<file path="config.mk">
export PLATFORM = sky130hd
export DESIGN_NAME = mbsf_framer
export DESIGN_NICKNAME = d
export VERILOG_FILES = /design/src/rtl/mbsf_framer.v
export VERILOG_INCLUDE_DIRS = /design/src /design/src/rtl
export SDC_FILE = /design/constraint.sdc
export NUM_CORES = 1
export LEC_CHECK = 0
export ABC_AREA = 1
export BUFFER_PORTS_ARGS = -buffer_cell sky130_fd_sc_hd__buf_2
export CAP_MARGIN = 20
export CORE_UTILIZATION = 40
export CTS_CLUSTER_SIZE = 24
export DETAILED_ROUTE_END_ITERATION = 12
export HOLD_SLACK_MARGIN = 0.1
export PLACE_DENSITY = 0.61
export SLEW_MARGIN = 40
export SYNTH_ARGS = -nofsm -noshare
export SYNTH_HDL_FRONTEND = slang
export SYNTH_SLANG_ARGS = --single-unit
</file>
<file path="constraint.sdc">
create_clock -name clk_i -period 3.9 [get_ports clk_i]
set_input_delay 0.78 -clock clk_i [delete_from_list [all_inputs] [get_ports clk_i]]
set_output_delay 0.78 -clock clk_i [all_outputs]
set_load 0.02 [all_outputs]
</file>
<file path="src/rtl/mbsf_map.vh">
// Constants for the serial-line slave framer: timing, characters, codes.
// Assumes inclusion by bare name from the framer source.
`ifndef MBSF_MAP_VH
`define MBSF_MAP_VH
`define MBSF_CLK_HZ 125000000
// Bit dividers for 9600, 19200, 38400 and 115200 baud at the clock above
`define MBSF_DIV0 16'h32DC
`define MBSF_DIV1 16'h196E
`define MBSF_DIV2 16'h0CB7
`define MBSF_DIV3 16'h043D
`define MBSF_RTU_BITS 4'hB
`define MBSF_ASC_BITS 4'hA
`define MBSF_T15_X10 15
`define MBSF_T35_X10 35
`define MBSF_FUNC_MAX 8'h7F
`define MBSF_EXC_FLAG 8'h80
`define MBSF_EXC_FUNC 8'h01
`define MBSF_EXC_DATA 8'h03
`define MBSF_EXC_GW 8'h0B
`define MBSF_ADDR_BCAST 8'h00
`define MBSF_ADDR_RSV 8'hF8
`define MBSF_CH_COLON 8'h3A
`define MBSF_CH_CR 8'h0D
`define MBSF_CH_LF 8'h0A
`define MBSF_CH_0 8'h30
`define MBSF_CH_9 8'h39
`define MBSF_CH_A 8'h41
`define MBSF_CH_F 8'h46
`define MBSF_CRC_INIT 16'hFFFF
`define MBSF_CRC_POLY 16'hA001
`define MBSF_CFG_NOPAR 0
`define MBSF_CFG_ASCII 1
`define MBSF_RTU_MIN 8'h04
`define MBSF_ASC_MIN 8'h03
`define MBSF_FIFO_DEPTH 8
`endif

</file>
<file path="src/rtl/mbsf_framer.v">
// Serial-line slave framer: receive, gap timing, check, reply forming.
// Assumes rx_i and the switch banks are asynchronous pins; rsp_* from clk_i logic.
`timescale 1ns/1ns
`include "mbsf_map.vh"

module mbsf_fifo #(
  parameter W = 9,
  parameter D = `MBSF_FIFO_DEPTH
) (
  input wire clk_i,
  input wire rst_i,
  input wire flush_i,
  input wire in_valid_i,
  input wire [W-1:0] in_data_i,
  output reg in_ready_o,
  output wire out_valid_o,
  output wire [W-1:0] out_data_o,
  input wire out_ready_i
);
  localparam AW = $clog2(D);
  reg [W-1:0] mem_q [0:D-1];
  reg [AW-1:0] wp_q;
  reg [AW-1:0] rp_q;
  reg [AW:0] cnt_q;
  wire push = in_valid_i & in_ready_o;
  wire pop = out_ready_i & out_valid_o;
  reg [AW:0] cnt_d;
  assign out_valid_o = (cnt_q != {(AW+1){1'b0}});
  assign out_data_o = mem_q[rp_q];
  always @* begin
    cnt_d = cnt_q + {{AW{1'b0}}, push} - {{AW{1'b0}}, pop};
    if (flush_i) cnt_d = {(AW+1){1'b0}};
  end
  always @(posedge clk_i) begin
    if (rst_i) begin
      wp_q <= {AW{1'b0}};
      rp_q <= {AW{1'b0}};
      cnt_q <= {(AW+1){1'b0}};
      in_ready_o <= 1'b1;
    end else begin
      if (push) mem_q[wp_q] <= in_data_i;
      if (flush_i) begin
        wp_q <= {AW{1'b0}};
        rp_q <= {AW{1'b0}};
      end else begin
        if (push) wp_q <= (wp_q == D - 1) ? {AW{1'b0}} : wp_q + 1'b1;
        if (pop) rp_q <= (rp_q == D - 1) ? {AW{1'b0}} : rp_q + 1'b1;
      end
      cnt_q <= cnt_d;
      in_ready_o <= (cnt_d != D);
    end
  end
endmodule

////////////////////////////////////////////////////////////////////////////////
module mbsf_framer #(
  parameter [15:0] DIV0 = `MBSF_DIV0,
  parameter [15:0] DIV1 = `MBSF_DIV1,
  parameter [15:0] DIV2 = `MBSF_DIV2,
  parameter [15:0] DIV3 = `MBSF_DIV3
) (
  input wire clk_i,
  input wire rst_i,
  input wire rx_i,
  input wire [7:0] node_address_switch_bank_i,
  input wire [3:0] serial_config_switch_bank_i,
  output reg tx_o,
  output reg tx_oe_o,
  output reg req_stb_o,
  output reg [7:0] req_byte_o,
  output reg req_done_o,
  output reg req_ok_o,
  output reg req_bcast_o,
  output reg [7:0] req_func_o,
  input wire rsp_valid_i,
  input wire [7:0] rsp_data_i,
  input wire rsp_last_i,
  output wire rsp_ready_o,
  input wire rsp_go_i,
  input wire rsp_empty_i,
  input wire rsp_exc_i,
  input wire [7:0] rsp_code_i
);
  // Gap limits in half-bit units of an eleven-bit character
  localparam integer T15_I = `MBSF_T15_X10 * 11 * 2 / 10;
  localparam integer T35_I = `MBSF_T35_X10 * 11 * 2 / 10;
  localparam [7:0] T15_HB = T15_I[7:0];
  localparam [7:0] T35_HB = T35_I[7:0];
  localparam [3:0] S_IDLE = 4'h0, S_COLON = 4'h1, S_ADDR = 4'h2, S_FUNC = 4'h3;
  localparam [3:0] S_DATA = 4'h4, S_CK0 = 4'h5, S_CK1 = 4'h6, S_CR = 4'h7;
  localparam [3:0] S_LF = 4'h8;

  function [15:0] crc_byte;
    input [15:0] c;
    input [7:0] b;
    integer i;
    reg [15:0] r;
    begin
      r = c ^ {8'h00, b};
      for (i = 0; i < 8; i = i + 1)
        r = r[0] ? ((r >> 1) ^ `MBSF_CRC_POLY) : (r >> 1);
      crc_byte = r;
    end
  endfunction

  function is_hex;
    input [7:0] c;
    begin
      is_hex = (c >= `MBSF_CH_0 && c <= `MBSF_CH_9) ||
               (c >= `MBSF_CH_A && c <= `MBSF_CH_F);
    end
  endfunction

  function [3:0] unhex;
    input [7:0] c;
    begin
      unhex = (c <= `MBSF_CH_9) ? c[3:0] : c[3:0] + 4'h9;
    end
  endfunction

  function [7:0] hexc;
    input [3:0] n;
    begin
      hexc = (n < 4'hA) ? (`MBSF_CH_0 | {4'h0, n}) : (`MBSF_CH_A + {4'h0, n} - 8'h0A);
    end
  endfunction

  ////////////////////////////////////////////////////////////////////////////////
  // Pin synchronisers and configuration
  reg rx_s1_q, rx_s2_q;
  reg [7:0] adr_s1_q, adr_s2_q;
  reg [3:0] cfg_s1_q, cfg_s2_q, cfg_prev_q;
  reg [7:0] adr_prev_q;
  always @(posedge clk_i) begin
    if (rst_i) begin
      rx_s1_q <= 1'b1;
      rx_s2_q <= 1'b1;
      adr_s1_q <= 8'h00;
      adr_s2_q <= 8'h00;
      cfg_s1_q <= 4'h0;
      cfg_s2_q <= 4'h0;
      cfg_prev_q <= 4'h0;
      adr_prev_q <= 8'h00;
    end else begin
      rx_s1_q <= rx_i;
      rx_s2_q <= rx_s1_q;
      adr_s1_q <= node_address_switch_bank_i;
      adr_s2_q <= adr_s1_q;
      cfg_s1_q <= serial_config_switch_bank_i;
      cfg_s2_q <= cfg_s1_q;
      cfg_prev_q <= cfg_s2_q;
      adr_prev_q <= adr_s2_q;
    end
  end
  wire nopar = cfg_s2_q[`MBSF_CFG_NOPAR];
  wire ascii = cfg_s2_q[`MBSF_CFG_ASCII];
  // Switch change aborts any unit being framed; a character or reply already in progress runs on
  wire cfg_chg = (cfg_prev_q != cfg_s2_q) || (adr_prev_q != adr_s2_q);
  wire node_en = (adr_s2_q != `MBSF_ADDR_BCAST) && (adr_s2_q < `MBSF_ADDR_RSV);
  wire [3:0] nbits = ascii ? `MBSF_ASC_BITS : `MBSF_RTU_BITS;
  reg [15:0] div;
  always @* begin
    case (cfg_s2_q[3:2])
      2'h0: div = DIV0;
      2'h1: div = DIV1;
      2'h2: div = DIV2;
      default: div = DIV3;
    endcase
  end

  ////////////////////////////////////////////////////////////////////////////////
  // Character receiver and gap timer
  reg rx_busy_q, rx_stb_q;
  reg [15:0] rx_div_q, hb_div_q;
  reg [3:0] rx_bit_q;
  reg [9:0] rx_sh_q;
  reg [7:0] gap_q;
  wire rx_start = !rx_busy_q && !rx_s2_q;
  always @(posedge clk_i) begin
    if (rst_i) begin
      rx_busy_q <= 1'b0;
      rx_stb_q <= 1'b0;
      rx_div_q <= 16'h0000;
      rx_bit_q <= 4'h0;
      rx_sh_q <= 10'h000;
      hb_div_q <= 16'h0000;
      gap_q <= 8'h00;
    end else begin
      rx_stb_q <= 1'b0;
      if (rx_start) begin
        rx_busy_q <= 1'b1;
        rx_div_q <= {1'b0, div[15:1]};
        rx_bit_q <= 4'h0;
      end else if (rx_busy_q) begin
        if (rx_div_q == 16'h0000) begin
          rx_div_q <= div - 16'h0001;
          rx_bit_q <= rx_bit_q + 4'h1;
          if (rx_bit_q == 4'h0) begin
            if (rx_s2_q) rx_busy_q <= 1'b0;
          end else begin
            rx_sh_q <= {rx_s2_q, rx_sh_q[9:1]};
            if (rx_bit_q == nbits - 4'h1) begin
              rx_busy_q <= 1'b0;
              rx_stb_q <= 1'b1;
            end
          end
        end else begin
          rx_div_q <= rx_div_q - 16'h0001;
        end
      end
      // A switch change restarts the idle count, as reset does
      if (rx_busy_q || cfg_chg) begin
        hb_div_q <= 16'h0000;
        gap_q <= 8'h00;
      end else if (hb_div_q >= {1'b0, div[15:1]} - 16'h0001) begin
        hb_div_q <= 16'h0000;
        if (gap_q != 8'hFF) gap_q <= gap_q + 8'h01;
      end else begin
        hb_div_q <= hb_div_q + 16'h0001;
      end
    end
  end
  wire [7:0] rx_data = ascii ? {1'b0, rx_sh_q[7:1]} : rx_sh_q[7:0];
  wire ch_ok = rx_sh_q[9] && (nopar ? rx_sh_q[8] : (rx_sh_q[8] == ^rx_data));
  wire idle_ev = !rx_busy_q && (gap_q == T35_HB - 8'h01) && (hb_div_q == 16'h0000);

  ////////////////////////////////////////////////////////////////////////////////
  // Unit framing
  reg fr_act_q, fr_bad_q, fr_wait_q, fr_cr_q, nib_hi_q, allow_q;
  reg [3:0] hi_q;
  reg [7:0] idx_q, addr_q, lrc_q;
  reg [15:0] crc_q;
  wire hexch = is_hex(rx_data);
  wire bev = rx_stb_q && ch_ok && !fr_bad_q && (ascii ?
             (fr_act_q && hexch && !fr_cr_q && nib_hi_q) : !fr_wait_q);
  wire [7:0] bval = ascii ? {hi_q, unhex(rx_data)} : rx_data;
  wire chk_ok = ascii ? (lrc_q == 8'h00) : (crc_q == 16'h0000);
  wire len_ok = ascii ? (idx_q >= `MBSF_ASC_MIN && !nib_hi_q) : (idx_q >= `MBSF_RTU_MIN);
  wire adr_ok = (addr_q == adr_s2_q) || (addr_q == `MBSF_ADDR_BCAST);
  wire unit_ok = !fr_bad_q && chk_ok && len_ok && node_en && adr_ok;
  wire end_ev = ascii ? (rx_stb_q && fr_act_q && fr_cr_q && rx_data == `MBSF_CH_LF)
                      : (idle_ev && fr_act_q);
  wire restart = ascii && rx_stb_q && rx_data == `MBSF_CH_COLON;
  wire tx_go;
  always @(posedge clk_i) begin
    if (rst_i || cfg_chg) begin
      fr_act_q <= 1'b0;
      fr_bad_q <= 1'b0;
      fr_wait_q <= 1'b1;
      fr_cr_q <= 1'b0;
      nib_hi_q <= 1'b0;
      hi_q <= 4'h0;
      idx_q <= 8'h00;
      addr_q <= 8'h00;
      lrc_q <= 8'h00;
      crc_q <= `MBSF_CRC_INIT;
      allow_q <= 1'b0;
      req_stb_o <= 1'b0;
      req_byte_o <= 8'h00;
      req_done_o <= 1'b0;
      req_ok_o <= 1'b0;
      req_bcast_o <= 1'b0;
      req_func_o <= 8'h00;
    end else begin
      req_stb_o <= 1'b0;
      req_done_o <= 1'b0;
      if (tx_go) allow_q <= 1'b0;
      if (end_ev || restart || (!ascii && idle_ev)) begin
        if (end_ev) begin
          req_done_o <= 1'b1;
          req_ok_o <= unit_ok && (ch_ok || !ascii);
          req_bcast_o <= (addr_q == `MBSF_ADDR_BCAST);
          allow_q <= unit_ok && (ch_ok || !ascii) && (addr_q != `MBSF_ADDR_BCAST);
        end
        fr_act_q <= restart;
        fr_bad_q <= 1'b0;
        fr_wait_q <= 1'b0;
        fr_cr_q <= 1'b0;
        nib_hi_q <= 1'b0;
        idx_q <= 8'h00;
        lrc_q <= 8'h00;
        crc_q <= `MBSF_CRC_INIT;
      end else begin
        if (!ascii && rx_start && fr_act_q && gap_q > T15_HB)
          fr_bad_q <= 1'b1;
        if (rx_stb_q && !ch_ok && (fr_act_q || !ascii))
          fr_bad_q <= 1'b1;
        if (ascii && rx_stb_q && fr_act_q && ch_ok) begin
          if (rx_data == `MBSF_CH_CR && !fr_cr_q)
            fr_cr_q <= 1'b1;
          else if (!hexch || fr_cr_q)
            fr_bad_q <= 1'b1;
          else if (!nib_hi_q) begin
            hi_q <= unhex(rx_data);
            nib_hi_q <= 1'b1;
          end
        end
        if (bev) begin
          fr_act_q <= 1'b1;
          nib_hi_q <= 1'b0;
          if (idx_q != 8'hFF) idx_q <= idx_q + 8'h01;
          crc_q <= crc_byte(crc_q, bval);
          lrc_q <= lrc_q + bval;
          if (idx_q == 8'h00) addr_q <= bval;
          if (idx_q == 8'h01) begin
            req_func_o <= bval;
            if (bval > `MBSF_FUNC_MAX) fr_bad_q <= 1'b1;
          end
          if (idx_q != 8'h00) begin
            req_stb_o <= 1'b1;
            req_byte_o <= bval;
          end
        end
      end
    end
  end

  ////////////////////////////////////////////////////////////////////////////////
  // Reply path
  reg [3:0] ts_q;
  reg exc_q, nod_q, nib_q, sd_busy_q;
  reg [7:0] code_q, lrc_t_q;
  reg [15:0] crc_t_q, sd_div_q;
  reg [9:0] sd_sh_q;
  reg [3:0] sd_cnt_q;
  wire f_valid;
  wire [8:0] f_data;
  reg [7:0] cur;
  reg raw, have;
  assign tx_go = rsp_go_i && ts_q == S_IDLE && allow_q;
  always @* begin
    raw = 1'b0;
    have = 1'b1;
    cur = 8'h00;
    case (ts_q)
      S_COLON: begin raw = 1'b1; cur = `MBSF_CH_COLON; end
      S_ADDR: cur = adr_s2_q;
      S_FUNC: cur = req_func_o | (exc_q ? `MBSF_EXC_FLAG : 8'h00);
      S_DATA: begin
        cur = exc_q ? code_q : f_data[7:0];
        have = exc_q || f_valid;
      end
      S_CK0: cur = ascii ? (8'h00 - lrc_t_q) : crc_t_q[7:0];
      S_CK1: cur = crc_t_q[15:8];
      S_CR: begin raw = 1'b1; cur = `MBSF_CH_CR; end
      S_LF: begin raw = 1'b1; cur = `MBSF_CH_LF; end
      default: have = 1'b0;
    endcase
  end
  wire issue = !sd_busy_q && have;
  wire adv = issue && (raw || !ascii || nib_q);
  wire pop = adv && ts_q == S_DATA && !exc_q;
  wire [7:0] ch = (raw || !ascii) ? cur : hexc(nib_q ? cur[3:0] : cur[7:4]);
  wire [7:0] chd = ascii ? {1'b0, ch[6:0]} : ch;
  wire par = nopar ? 1'b1 : ^chd;
  mbsf_fifo #(.W(9), .D(`MBSF_FIFO_DEPTH)) u_fifo (
    .clk_i(clk_i),
    .rst_i(rst_i),
    .flush_i(rsp_go_i && !tx_go && ts_q == S_IDLE),
    .in_valid_i(rsp_valid_i),
    .in_data_i({rsp_last_i, rsp_data_i}),
    .in_ready_o(rsp_ready_o),
    .out_valid_o(f_valid),
    .out_data_o(f_data),
    .out_ready_i(pop)
  );
  always @(posedge clk_i) begin
    if (rst_i) begin
      ts_q <= S_IDLE;
      exc_q <= 1'b0;
      nod_q <= 1'b0;
      nib_q <= 1'b0;
      code_q <= 8'h00;
      lrc_t_q <= 8'h00;
      crc_t_q <= `MBSF_CRC_INIT;
      sd_busy_q <= 1'b0;
      sd_div_q <= 16'h0000;
      sd_sh_q <= 10'h3FF;
      sd_cnt_q <= 4'h0;
      tx_o <= 1'b1;
      tx_oe_o <= 1'b0;
    end else begin
      tx_oe_o <= (ts_q != S_IDLE) || sd_busy_q;
      if (tx_go) begin
        ts_q <= ascii ? S_COLON : S_ADDR;
        exc_q <= rsp_exc_i;
        nod_q <= rsp_empty_i;
        code_q <= (rsp_code_i == `MBSF_EXC_FUNC || rsp_code_i == `MBSF_EXC_DATA ||
                   rsp_code_i == `MBSF_EXC_GW) ? rsp_code_i : `MBSF_EXC_FUNC;
        lrc_t_q <= 8'h00;
        crc_t_q <= `MBSF_CRC_INIT;
        nib_q <= 1'b0;
      end else if (issue) begin
        nib_q <= ascii && !raw && !nib_q;
        if (adv && !raw && ts_q != S_CK0 && ts_q != S_CK1) begin
          crc_t_q <= crc_byte(crc_t_q, cur);
          lrc_t_q <= lrc_t_q + cur;
        end
        if (adv) begin
          case (ts_q)
            S_COLON: ts_q <= S_ADDR;
            S_ADDR: ts_q <= S_FUNC;
            S_FUNC: ts_q <= (nod_q && !exc_q) ? S_CK0 : S_DATA;
            S_DATA: ts_q <= (exc_q || f_data[8]) ? S_CK0 : S_DATA;
            S_CK0: ts_q <= ascii ? S_CR : S_CK1;
            S_CR: ts_q <= S_LF;
            default: ts_q <= S_IDLE;
          endcase
        end
      end
      if (issue) begin
        sd_busy_q <= 1'b1;
        sd_div_q <= div - 16'h0001;
        tx_o <= 1'b0;
        sd_sh_q <= ascii ? {2'b11, par, chd[6:0]} : {1'b1, par, chd};
        sd_cnt_q <= nbits - 4'h1;
      end else if (sd_busy_q) begin
        if (sd_div_q == 16'h0000) begin
          sd_div_q <= div - 16'h0001;
          if (sd_cnt_q == 4'h0) begin
            sd_busy_q <= 1'b0;
            tx_o <= 1'b1;
          end else begin
            tx_o <= sd_sh_q[0];
            sd_sh_q <= {1'b1, sd_sh_q[9:1]};
            sd_cnt_q <= sd_cnt_q - 4'h1;
          end
        end else begin
          sd_div_q <= sd_div_q - 16'h0001;
        end
      end
    end
  end
endmodule

</file>
### After elaboration in Yosys (flattened, before gate mapping)

Memories as Yosys holds them, arrays and structs flattened. A register that Yosys moved wholly into a read port is not among the register bits.
Index checks and enable logic that the tools add are counted.

| storage, ports and cells | value |
|---|---|
| memories | 1 |
| bits of input ports | 36 |
| bits in registers | 247 |
| output and inout bits | 23 |
| latch bits | 0 |
| memory bits (writable) | 72 |
| word-level logic and storage cells | 373 |
| ROM bits | 0 |

| operators by class | value |
|---|---|
| bitwise operators | 30 |
| multipliers | 0 |
| shifts and indexed selects | 0 |
| eq/ne operators | 31 |
| div/mod/pow operators | 0 |
| muxes and demuxes | 99 |
| add/sub/neg operators | 20 |
| reductions and logical operators | 131 |
| magnitude comparators | 11 |

Memory list:

| name | depth | width | read ports | clocked after memory_dff | wr ports | RTL line | source |
|---|---|---|---|---|---|---|---|
| u_fifo.mem_q | 8 | 9 | 1 | 1 | 1 | mbsf_framer.v:21 | `reg [W-1:0] mem_q [0:D-1];` |

Operator list:

| cell | number |
|---|---|
| $mux W16 | 20 |
| $mux W8 | 9 |
| $logic_not A16 Y1 | 4 |
| $pmux W8 S8 | 1 |
| $logic_and A1 B1 Y1 | 49 |
| $not A2 Y3 | 16 |
| $mux W1 | 44 |
| $pmux W14 S3 | 1 |
| $mux W10 | 4 |
| $mux W4 | 10 |
| $sub A16 B1 Y16 const B | 2 |
| $xor A16 B8 Y16 | 2 |
| $mux W15 | 2 |
| $eq A8 B4 Y1 const B | 3 |
| $logic_not A8 Y1 | 3 |
| $pmux W4 S6 | 1 |
| $reduce_bool A8 Y1 | 3 |
| $logic_or A1 B1 Y1 | 17 |
| $add A16 B1 Y16 const B | 1 |
| $add A8 B1 Y8 const B | 2 |
| $add A8 B8 Y8 | 2 |
| $eq A4 B3 Y1 const B | 4 |
| $eq A8 B1 Y1 const B | 2 |
| $ge A16 B16 Y1 | 1 |
| other kinds (60) | 119 |

### Longest topological paths before layout

Gate-level depths: netlist of the first run.

| logic depth | value |
|---|---|
| depth after elaboration | 21 |
| mapped depth | 28 |
| gate-level depth less buffers | 28 |

### Modules after synthesis

From an unflattened synthesis of the first run, not the netlist that was laid out.

| second synthesis, totals | value |
|---|---|
| cell total of the unflattened synthesis | 2,206 |
| area, all modules | 16,836.1 µm² |

By module, submodules not included:

| module | area an instance (µm²) | cells each | times used | sequential area each (µm²) |
|---|---|---|---|---|
| mbsf_framer | 13,197.7 | 1,872 | 1 | 4,704.5 |
| mbsf_fifo | 3,638.5 | 334 | 1 | 2,442.3 |

### Worst setup path before layout of the first run

Ideal clock, no wire load.

| path | value |
|---|---|
| path kind | flip-flop to flip-flop |
| start point | reg cfg_s2_q[1] |
| end point | reg lrc_q[7] |
| setup time | 0.119 ns |
| buffers on the path | 1 |
| cell stages (with the launch flop) | 27 |
| arrival | 3.414 ns |
| clock period less this slack | 3.533 ns |
| slack | 0.367 ns |
| required time | 3.781 ns |
| cells stage by stage | dfxtp_1 inv_2 buf_2 o21ai_1 inv_1 ha_1 nand2_1 nand2_1 nand3_1 inv_1 nand2_1 xor2_1 o21bai_2 ha_1 a21oi_1 nand2_1 a21oi_1 nor2_1 nor2_1 inv_1 a21oi_1 inv_1 a21oi_1 o21ai_0 a21o_1 o21ai_0 a21oi_1 |

| on the way | value |
|---|---|
| elaborated cells on any way between the ends | 37 |
| classes of those cells | 2 x add/sub; 4 x order compare; 4 x eq/ne; 6 x mux; 21 x reduce/logical |

RTL lines:

| element | RTL line | source |
|---|---|---|
| start, declared | mbsf_framer.v:132 | `reg [3:0] cfg_s1_q, cfg_s2_q, cfg_prev_q;` |
| start signal, assigned | mbsf_framer.v:150 | `cfg_s2_q <= cfg_s1_q;` |
| $mux W8 | mbsf_framer.v:223 | `wire [7:0] rx_data = ascii ? {1'b0, rx_sh_q[7:1]} : rx_sh_q[7:0];` |
| $le A8 B6 Y1 (no line) or $add A4 B4 Y4 (tied branches) | - |  |
| $mux W4 | mbsf_framer.v:117 | `` unhex = (c <= `MBSF_CH_9) ? c[3:0] : c[3:0] + 4'h9; `` |
| $mux W8 * | mbsf_framer.v:236 | `wire [7:0] bval = ascii ? {hi_q, unhex(rx_data)} : rx_data;` |
| via bval[2] | mbsf_framer.v:236 |  |
| $add A8 B8 Y8 * | mbsf_framer.v:303 | `lrc_q <= lrc_q + bval;` |
| end signal, assigned | mbsf_framer.v:303 |  |
| end, declared | mbsf_framer.v:231 | `reg [7:0] idx_q, addr_q, lrc_q;` |

Mark *: on every way through the listed nets, which the timed path passes. The rest lies on a longest branch.
A chain may end at the register's enable or synchronous reset.

### Final worst setup path of the first run

Same ends and word-level chain as after synthesis.

==> results_dict.tcl, run 1 <==
set metrics [dict create \
    grtUsageTotal_pct 20.6 \
    p_per_area_nw_per_um2 384 \
    cpMostUsedCell "inv_1" \
    ant_nets 0 \
    violations "design-rule violations" \
    leakagePower_nw 8.31 \
    clockBufferDepth 3 \
    hold_viol_final 0 \
    synth.distinct_cells 70 \
    p_total_mw 7.33 \
    cts-hold-fix-buffers 0 \
    die_w_microns 207 \
    maxCapViolCount 0 \
    dieArea_sq_um 42800 \
    drt_iter0_drc 910 \
    start_kind "register" \
    routed_wl_microns 43200 \
    critPathArrivalTime_ns 4.16 \
    cts_tree "yes" \
    portBuffers 58 \
    synthAdderAreaFrac_pct 5.80 \
    core_area_sq_um 41100 \
    crit_slowest_cell "dfxtp_4" \
    yosysWarnings 0 \
    dp_hpwl_microns 30800 \
    post-route-min-period_ns 3.73 \
    cts.sinks 321 \
    pin_count 59 \
    synthTopCellsByArea "dfxtp_1, edfxtp_1, nand2_1" \
    dpl_cell_area_sq_um 17800 \
    synth_top_area_share_pct 29.7 \
    area_delta_synth_final_pct 13.9 \
    vias 14400 \
    whs_ns 0.410 \
    place.gp.congestion 0.929 \
    synth_top_family_by_area "simple AND/OR/NAND/NOR gates" \
    finalCritPeriodShare_pct 95.5 \
    worstHoldPathType "reg -> reg" \
    finalSetupViolCount 0 \
    wire_per_inst_microns 15.5 \
    nets 2338 \
    clk_pin_slew_ns 0.06 \
    crit_required_ns 4.33 \
    die_y_microns 207 \
    setup_slack_ns 0.174 \
    async_reset_ff_share_pct 0 \
    critPathKind "reg -> reg" \
    cts-root-buf "clkbuf_16" \
    status "finished, violations left" \
    cts-buffers-inserted 37 \
    postLayoutCellArea_sq_um 19100 \
    synth-main-ff-cell "dfxtp_1" \
    ys_seq_area_share_pct 42.6 \
    ys_seq_elements 321 \
    rows 74 \
    finalClockSkew_ns 0.0141 \
    fmax_mhz 268 \
    overflow 0 \
    yosysTopAreaCell "dfxtp_1" \
    end_kind "register" \
    drv_slew 0 \
    synth_enable_flop_cells 72 \
    synth_xor_xnor_area_share_pct 5.55 \
    dp_slack_ns -0.0406 \
    antennaDiodeCount 0 \
    grt_pass1_vias 13700 \
    clock_latency_ns 0.54 \
    synthesis.area_sq_um 16800 \
    synthCells 2140 \
    drt-pass1-iter-count 9 \
    cts.htree.levels 2 \
    yosys.area_share.simple_pct 23.3 \
    drive_gt1_share_pct 12.2 \
    cpPeakStageDelay_ns 0.36 \
    grt_max_degree 50 \
    grt_pass1_wl_microns 70500 \
    avgSynthCellArea_sq_um 7.84 \
    detail_route.vias_per_cell 5.19 \
    start_util_pct 40.8 \
    slew-limit-headroom_pct 40.0 \
    crit_fanout 8 \
    fin_util_pct 46.5 \
    peakVddDrop_v 0.000229 \
    worst_pin_slew_ns 0.894 \
    synth_mux_area_share_pct 0.0596 \
    antenna_found_initial 2 \
    synth_compound_area_share_pct 14.0 \
    drc 8 \
]
==> layer usage <==
metal	vias to the layer above	GRT usage [%]	wire, microns
met5	-	0	13
met4	2	6.41	1060
met3	79	3.59	2350
met2	341	33.1	19400
met1	6754	28.0	20300
li1	7267	-	-
==> cell usage after synthesis (all sizes together) (2+ instances only) <==
master   instances
a41oi            3
buf             23
nor4            24
edfxtp          72
nor3            34
a21o             3
o21a             7
o21ai          145
a211oi          14
clkbuf          39
a21oi          163
nand2          373
or3              2
o22ai            2
ha              73
xor2            56
fa               3
o31ai            7
o211ai          21
o21bai           6
nand4           35
or2              8
inv            309
nand3          162
nand3b           3
o221ai           5
a221oi           3
clkinv           3
a31oi           13
nor2           219
dfxtp          249
xnor2           34
o2111ai          7
nor3b            6
==> path summary, 6_finish.rpt <==
check | startpoint | endpoint | slack [ns] | depth (start not counted)
max | cfg_s2_q[1] | lrc_q[7] | 0.17 | 25
min | rx_s1_q | rx_s2_q | 0.41 | 1
max reg2reg | cfg_s2_q[1] | lrc_q[7] | 0.17 | 25
min reg2reg | rx_s1_q | rx_s2_q | 0.41 | 1
==> stage by stage <==
stage	instances	TNS [ns]
after global routing	2783	-0.119
after floorplan	2141	0
after global placement	2718	0
after CTS	2782	0
final	2783	0
after detailed placement	2718	-0.0406
==> placed cells by master, fill, tap and decap left out, types with 8 or more instances in the layout <==
cell type / n
xor2_2: 12
nor4_1: 24
inv_1: 285
nor3_1: 31
nand2_2: 14
a211oi_1: 13
xnor2_1: 30
o21ai_0: 123
xor2_1: 43
a21oi_2: 8
edfxtp_1: 72
nor2_4: 8
o21ai_1: 17
dfxtp_1: 248
nor2_2: 9
nand2_1: 355
ha_1: 71
buf_4: 49
nand3_1: 157
nand4_1: 34
a21oi_1: 155
o211ai_1: 21
nor2_1: 202
a31oi_1: 12
buf_2: 58
clkbuf_16: 38
inv_2: 21
==> sequential cells by signal (all words and copies together) (netlist names), 8 cells and up, named ones only <==
name,flops
rx_sh_q,10
crc_t_q,16
lrc_q,8
sd_sh_q,9
rx_div_q,16
addr_q,8
adr_s1_q,8
u_fifo.mem_q,72
adr_prev_q,8
hb_div_q,16
req_func_o,8
code_q,8
lrc_t_q,8
gap_q,8
idx_q,8
adr_s2_q,8
req_byte_o,8
sd_div_q,16
crc_q,16
==> what timing repair did <==
item / 4_1_cts / 5_1_grt
setup endpoints to repair: 1 / 2
setup buffers: 0 / 1
pin swaps: 0 / 3
gates resized for setup: 2 / 23
==> cells by family after synthesis <==
| group | after synthesis |
|---|---|
| XOR/XNOR | 90 |
| AND/OR/NAND/NOR | 870 |
| adder cells (fa/ha/maj) | 76 |
| AO/OA/AOI/OAI | 407 |
| flip-flops | 321 |
| multiplexers | 1 |
| other | 1 |
| buffers and inverters | 374 |
==> final cells by class <==
cell class              count  area (sq um)
inverters                 312          1180
clock inverters            13           126
clock buffers              51          1060
flip-flops and latches    321          7150
fillers                  4022         22000
repair buffers            108           669
well taps                 532           666
multi-input cells        1446          8260
==> worst max-delay path, delay by kind of cell (launching register included) <==
kind / cells / cell delay (ns)
buffers and inverters: 6 / 0.53
adders and majority gates: 2 / 0.51
AOI/OAI and AO/OA: 10 / 1.31
and+or+nand+nor: 6 / 0.69
DFF: 1 / 0.36
xor gates and xnor gates: 1 / 0.21
==> power by group <==
group / leakage [nW] / internal (mW) / total, mW / switching, mW
Clock: 0.585 / 2.03 / 3.41 / 1.38
Combinational: 5.05 / 0.157 / 0.443 / 0.287
Sequential: 2.67 / 3.44 / 3.48 / 0.0377
(Power assumes the default switching activity.)
==> run 2: changes to the inputs <==
--- a/config.mk
+++ b/config.mk
@@ -9,11 +9,11 @@
 export ABC_AREA = 1
 export BUFFER_PORTS_ARGS = -buffer_cell sky130_fd_sc_hd__buf_2
 export CAP_MARGIN = 20
+export CORE_MARGIN = 10
 export CORE_UTILIZATION = 40
 export CTS_CLUSTER_SIZE = 24
 export DETAILED_ROUTE_END_ITERATION = 12
 export HOLD_SLACK_MARGIN = 0.1
-export PLACE_DENSITY = 0.61
 export SLEW_MARGIN = 40
 export SYNTH_ARGS = -nofsm -noshare
 export SYNTH_HDL_FRONTEND = slang
==> results_dict.tcl, run 2 (synthesis results as in run 1) <==
set metrics [dict create \
    status "finished clean" \
    end_kind "register" \
    portBuffers 58 \
    drt_iter0_drc 1101 \
    routed_wl_microns 43500 \
    drive_gt1_share_pct 12.4 \
    detail_route.vias_per_cell 5.15 \
    drv_slew 0 \
    finalClockSkew_ns 0.0178 \
    critPathKind "reg -> reg" \
    fillers 3998 \
    pin_count 59 \
    hold_path_end "adr_s2_q[2]" \
    multi_input_area_sq_um 8240 \
    die_y_microns 225 \
    cpPeakStageDelay_ns 0.39 \
    drc 0 \
    dp_hpwl_microns 31400 \
    rr_endpoint "lrc_q[7]" \
    antennaDiodeCount 0 \
    cts.sinks 321 \
    overflow 0 \
    min_path_cells 2 \
    nets 2345 \
    clk_pin_slew_ns 0.06 \
    cts_tree "yes" \
    post-route-min-period_ns 3.68 \
    peakVddDrop_v 0.000221 \
    vias 14400 \
    maxCapViolCount 0 \
    top_register "u_fifo.mem_q" \
    finalSetupViolCount 0 \
    wire_per_inst_microns 15.6 \
    start_kind "register" \
    cts-buffers-inserted 38 \
    area_delta_synth_final_pct 14.6 \
    crit_buf_inv 6 \
    cts-hold-fix-buffers 0 \
    cp_top_family "compound AO/OA/AOI/OAI gates" \
    crit_slowest_cell "dfxtp_4" \
    leakagePower_nw 8.37 \
    final_cell_mix "nand2_1, inv_1, dfxtp_1, nor2_1, nand3_1" \
    cpMostUsedCell "inv_1" \
    setup.worst_path.start "cfg_s2_q[1]" \
    finalCritPeriodShare_pct 94.4 \
    p_per_area_nw_per_um2 390 \
    final-seq-area_sq_um 7150 \
    clock_latency_ns 0.55 \
    whs_ns 0.406 \
    clockBufferDepth 3 \
    core_area_sq_um 41200 \
    start_util_pct 40.7 \
    cts-root-buf "clkbuf_16" \
    place.gp.congestion 0.879 \
    grt_pass1_vias 13600 \
    worstHoldPathType "reg -> reg" \
    crit_required_ns 4.34 \
    hold_viol_final 0 \
    grt_max_degree 37 \
    hp-start "adr_s1_q[2]" \
    r2r_start "cfg_s2_q[1]" \
    grt_pass1_wl_microns 71100 \
    drt-pass1-iter-count 5 \
    ant_nets 0 \
    worst_pin_slew_ns 0.826 \
    fin_tns_setup_ns 0 \
    dieArea_sq_um 50600 \
    critPathArrivalTime_ns 4.12 \
    crit_fanout 12 \
    rr_worst_depth 24 \
    crit_chain "buf_12 > nor2_2 > a21oi_1 > inv_1 > ha_1 > nand4_1 > nand3_2 > a31oi_1 > xor2_1 > inv_1 > a21oi_2 > inv_1 > ha_1 > a21oi_2 > nor2_1 > nor2_1 > inv_1 > a21oi_1 > inv_1 > a21oi_2 > o21ai_0 > a21o_1 > o21ai_0 > a21oi_1" \
    largest_reg_flops 72 \
    antenna_found_initial 0 \
    p_total_mw 7.51 \
    die_w_microns 225 \
    rows 74 \
    final_common_cell "nand2_1" \
    r2r_slack_ns 0.22 \
    cts.htree.levels 2 \
    rsz0062_at_grt "true" \
    slew-limit-headroom_pct 45.0 \
    grtUsageTotal_pct 17.1 \
    fmax_mhz 272 \
]
==> run 2: cell count changes in the layout (fill, tap and decap cells not counted), sizes merged <==
| cell | change |
|---|---|
| bufinv | +1 |
| clkbuf | +1 |
| buf | +5 |
| clkinvlp | +1 |
==> run 2: metrics by stage <==
step                      instances  instance area (sq um)  utilization (%)  setup WS, ns
after floorplan                2141                  16800                -         0.367
after global placement         2716                  17800             43.3         0.115
after detailed placement       2716                  17800             43.3       -0.0341
after CTS                      2782                  19100             46.3        0.0407
after global routing           2791                  19200             46.7       -0.0435
final                          2791                  19200             46.7         0.220
==> run 2: what timing repair did <==
item,4_1_cts,5_1_grt
gates cloned,0,1
buffers inserted,0,8
pin swaps,0,2
setup endpoints to repair,1,3
gates resized for setup,2,18
==> run 2: worst max path at each step <==
| stage | to | slack (ns) | depth (start not counted) |
|---|---|---|---|
| finish | lrc_q[7] | 0.22 | 24 |
| global route | lrc_q[7] | -0.04 | 26 |
| CTS | lrc_q[7] | 0.04 | 26 |
| detailed placement | lrc_q[7] | -0.03 | 26 |
| global placement | lrc_q[7] | 0.11 | 26 |
| floorplan | lrc_q[7] | 0.37 | 26 |
==> run 2: metal layers <==
| metal | track usage (%) | part of all wire, % | up-vias |
|---|---|---|---|
| met5 | 0 | 0 | - |
| met4 | 5.51 | 2.3 | 0 |
| met3 | 3.04 | 5.3 | 74 |
| met2 | 27.1 | 45 | 300 |
| met1 | 23.2 | 48 | 6696 |
| li1 | - | - | 7295 |
==> run 2: cell type report <==
type,count,share of cell area (%)
Tap cell,532,3.46
Clock buffer,51,5.68
Inverter,312,6.14
Sequential cell,321,37.2
Timing Repair Buffer,114,3.91
Multi-Input combinational cell,1446,42.8
Clock inverter,15,0.819
==> run 2: tightest hold or removal path: stages (launching register included) <==
cell,delay [ns]
dfxtp_1,0.29
inv_1,0.04
nor2_1,0.03
==> run 2: power by group <==
part	internal [mW]	switching, mW
sequential	3.44	0.0397
clock	2.16	1.42
combinational	0.159	0.290
==> run 3: changes to the inputs <==
--- a/config.mk
+++ b/config.mk
@@ -7,13 +7,14 @@
 export NUM_CORES = 1
 export LEC_CHECK = 0
 export ABC_AREA = 1
-export BUFFER_PORTS_ARGS = -buffer_cell sky130_fd_sc_hd__buf_2
+export BUFFER_PORTS_ARGS = -buffer_cell sky130_fd_sc_hd__clkbuf_2
 export CAP_MARGIN = 20
 export CORE_MARGIN = 10
 export CORE_UTILIZATION = 40
 export CTS_CLUSTER_SIZE = 24
 export DETAILED_ROUTE_END_ITERATION = 12
 export HOLD_SLACK_MARGIN = 0.1
+export SKIP_CTS_REPAIR_TIMING = 1
 export SLEW_MARGIN = 40
 export SYNTH_ARGS = -nofsm -noshare
 export SYNTH_HDL_FRONTEND = slang
==> results_dict.tcl, run 3 (synthesis results as in run 1) <==
set metrics [dict create \
    pin_count 59 \
    place.gp.congestion 0.875 \
    finalCritPeriodShare_pct 95.9 \
    p_sw_mw 1.76 \
    drt-met1-wl_microns 20800 \
    drt-pass1-iter-count 5 \
    top_register "u_fifo.mem_q" \
    antenna_found_initial 1 \
    p_int_mw 5.73 \
    dp_hpwl_microns 31500 \
    p_total_mw 7.48 \
    swShare_pct 23.5 \
    final_common_cell "nand2_1" \
    largest_reg_flops 72 \
    area_delta_synth_final_pct 14.3 \
    rows 74 \
    hp-start "cfg_s1_q[3]" \
    nets 2340 \
    final-seq-area_sq_um 7150 \
    worst_pin_slew_ns 0.776 \
    leakagePower_nw 8.33 \
    drc 0 \
    peakVddDrop_v 0.000247 \
    portBuffers 58 \
    clk_pin_slew_ns 0.06 \
    dieArea_sq_um 50600 \
    top_layer_used "met5" \
    grt_max_degree 61 \
    crit_required_ns 4.33 \
    power_frac_seq_pct 46.5 \
    start_util_pct 40.7 \
    final_cell_mix "nand2_1, inv_1, dfxtp_1, nor2_1, nand3_1" \
    drive_gt1_share_pct 12.5 \
    die_w_microns 225 \
    fmax_mhz 267 \
    die_y_microns 225 \
    rr_endpoint "lrc_q[7]" \
    maxCapViolCount 0 \
    multi_input_area_sq_um 8240 \
    status "finished clean" \
    worstHoldPathType "reg -> reg" \
    hold_viol_final 0 \
    antennaDiodeCount 0 \
    finalSetupViolCount 0 \
    hold_path_end "cfg_s2_q[3]" \
    cts_tree "yes" \
    finalClockSkew_ns 0.0210 \
    post-route-min-period_ns 3.74 \
    clock_latency_ns 0.56 \
    clockBufferDepth 3 \
    cts.sinks 321 \
    met2_length_microns 19600 \
    crit_fanout 12 \
    rr_worst_depth 26 \
    vias 14300 \
    dpl_cell_area_sq_um 17800 \
    cts-root-buf "clkbuf_16" \
    postLayoutCellArea_sq_um 19200 \
    detail_route.vias_per_cell 5.14 \
    drt_iter0_drc 1101 \
    p_per_area_nw_per_um2 390 \
    grt_pass1_vias 13600 \
    pwr-share-clk_pct 47.5 \
    core_area_sq_um 41200 \
    routed_wl_microns 43500 \
    slew-limit-headroom_pct 48.2 \
    drv_slew 0 \
    grtUsageTotal_pct 17.1 \
    ant_nets 0 \
    whs_ns 0.401 \
    cts.htree.levels 2 \
    fillers 4045 \
    overflow 0 \
    wire_per_inst_microns 15.6 \
    critPathArrivalTime_ns 4.17 \
    cts-buffers-inserted 37 \
    end_kind "register" \
    r2r_slack_ns 0.16 \
    power.share.combinational_pct 6.0 \
    grt_pass1_wl_microns 70700 \
    critPathKind "reg -> reg" \
    wl_met3_microns 2120 \
    r2r_start "cfg_s2_q[1]" \
    start_kind "register" \
    min_path_cells 2 \
]
[run 3: power groups by stage]
stage	logic, mW	registers (mW)	clock network [mW]
2_1_floorplan	0.311	3.54	0
3_3_place_gp	0.435	3.55	0
3_5_place_dp	0.441	3.55	0
4_1_cts	0.443	3.48	3.65
5_1_grt	0.510	3.48	3.77
6_report	0.448	3.48	3.55
[run 3: critical path, cell delays in order (launching register included)]
cell and delay (ns):
dfxtp_4 0.37, buf_12 0.15, nor2_1 0.16, a21oi_2 0.07
inv_2 0.11, ha_1 0.18, inv_1 0.05, nand3_1 0.09
nand3_2 0.12, inv_2 0.10, nand2_1 0.09, xor2_2 0.16
o21bai_2 0.23, ha_4 0.25, a21oi_1 0.14, nand2_1 0.10
a21oi_2 0.13, nor2_1 0.05, nor2_1 0.15, inv_1 0.08
a21oi_1 0.13, inv_1 0.06, a21oi_2 0.13, o21ai_0 0.09
a21o_1 0.19, o21ai_0 0.14, a21oi_1 0.06
[run 3: metrics by stage]
step	utilization, %	TNS, ns	setup slack, ns	std cells
final	46.6	0	0.161	2787
after global routing	46.6	-0.0634	-0.0634	2787
after CTS	46.3	0	0.0135	2782
after detailed placement	43.3	0	0.0655	2716
after global placement	43.3	0	0.111	2716
after floorplan	-	0	0.367	2141
[run 3: per-layer routing]
metal / vias up / track usage [%]
li1: 7278 / -
met2: 299 / 27.2
met5: - / 0
met4: 2 / 4.89
met1: 6685 / 23.2
met3: 67 / 3.04
[run 3: layout make-up]
type | instances | share of cell area (%)
multi-input cells | 1446 | 42.9
flip-flops and latches | 321 | 37.3
inverters | 312 | 6.15
clock buffers | 50 | 5.56
repair buffers | 110 | 3.70
well taps | 532 | 3.47
clock inverters | 16 | 0.926
[run 3: worst max path at each step]
stage | from | cells after the start | slack (ns) | to
2_1_floorplan | cfg_s2_q[1] | 26 | 0.37 | lrc_q[7]
3_3_place_gp | cfg_s2_q[1] | 26 | 0.11 | lrc_q[7]
3_5_place_dp | cfg_s2_q[1] | 26 | 0.07 | lrc_q[7]
4_1_cts | cfg_s2_q[1] | 26 | 0.01 | lrc_q[7]
5_1_grt | cfg_s2_q[1] | 27 | -0.06 | lrc_q[7]
6_report | cfg_s2_q[1] | 26 | 0.16 | lrc_q[7]
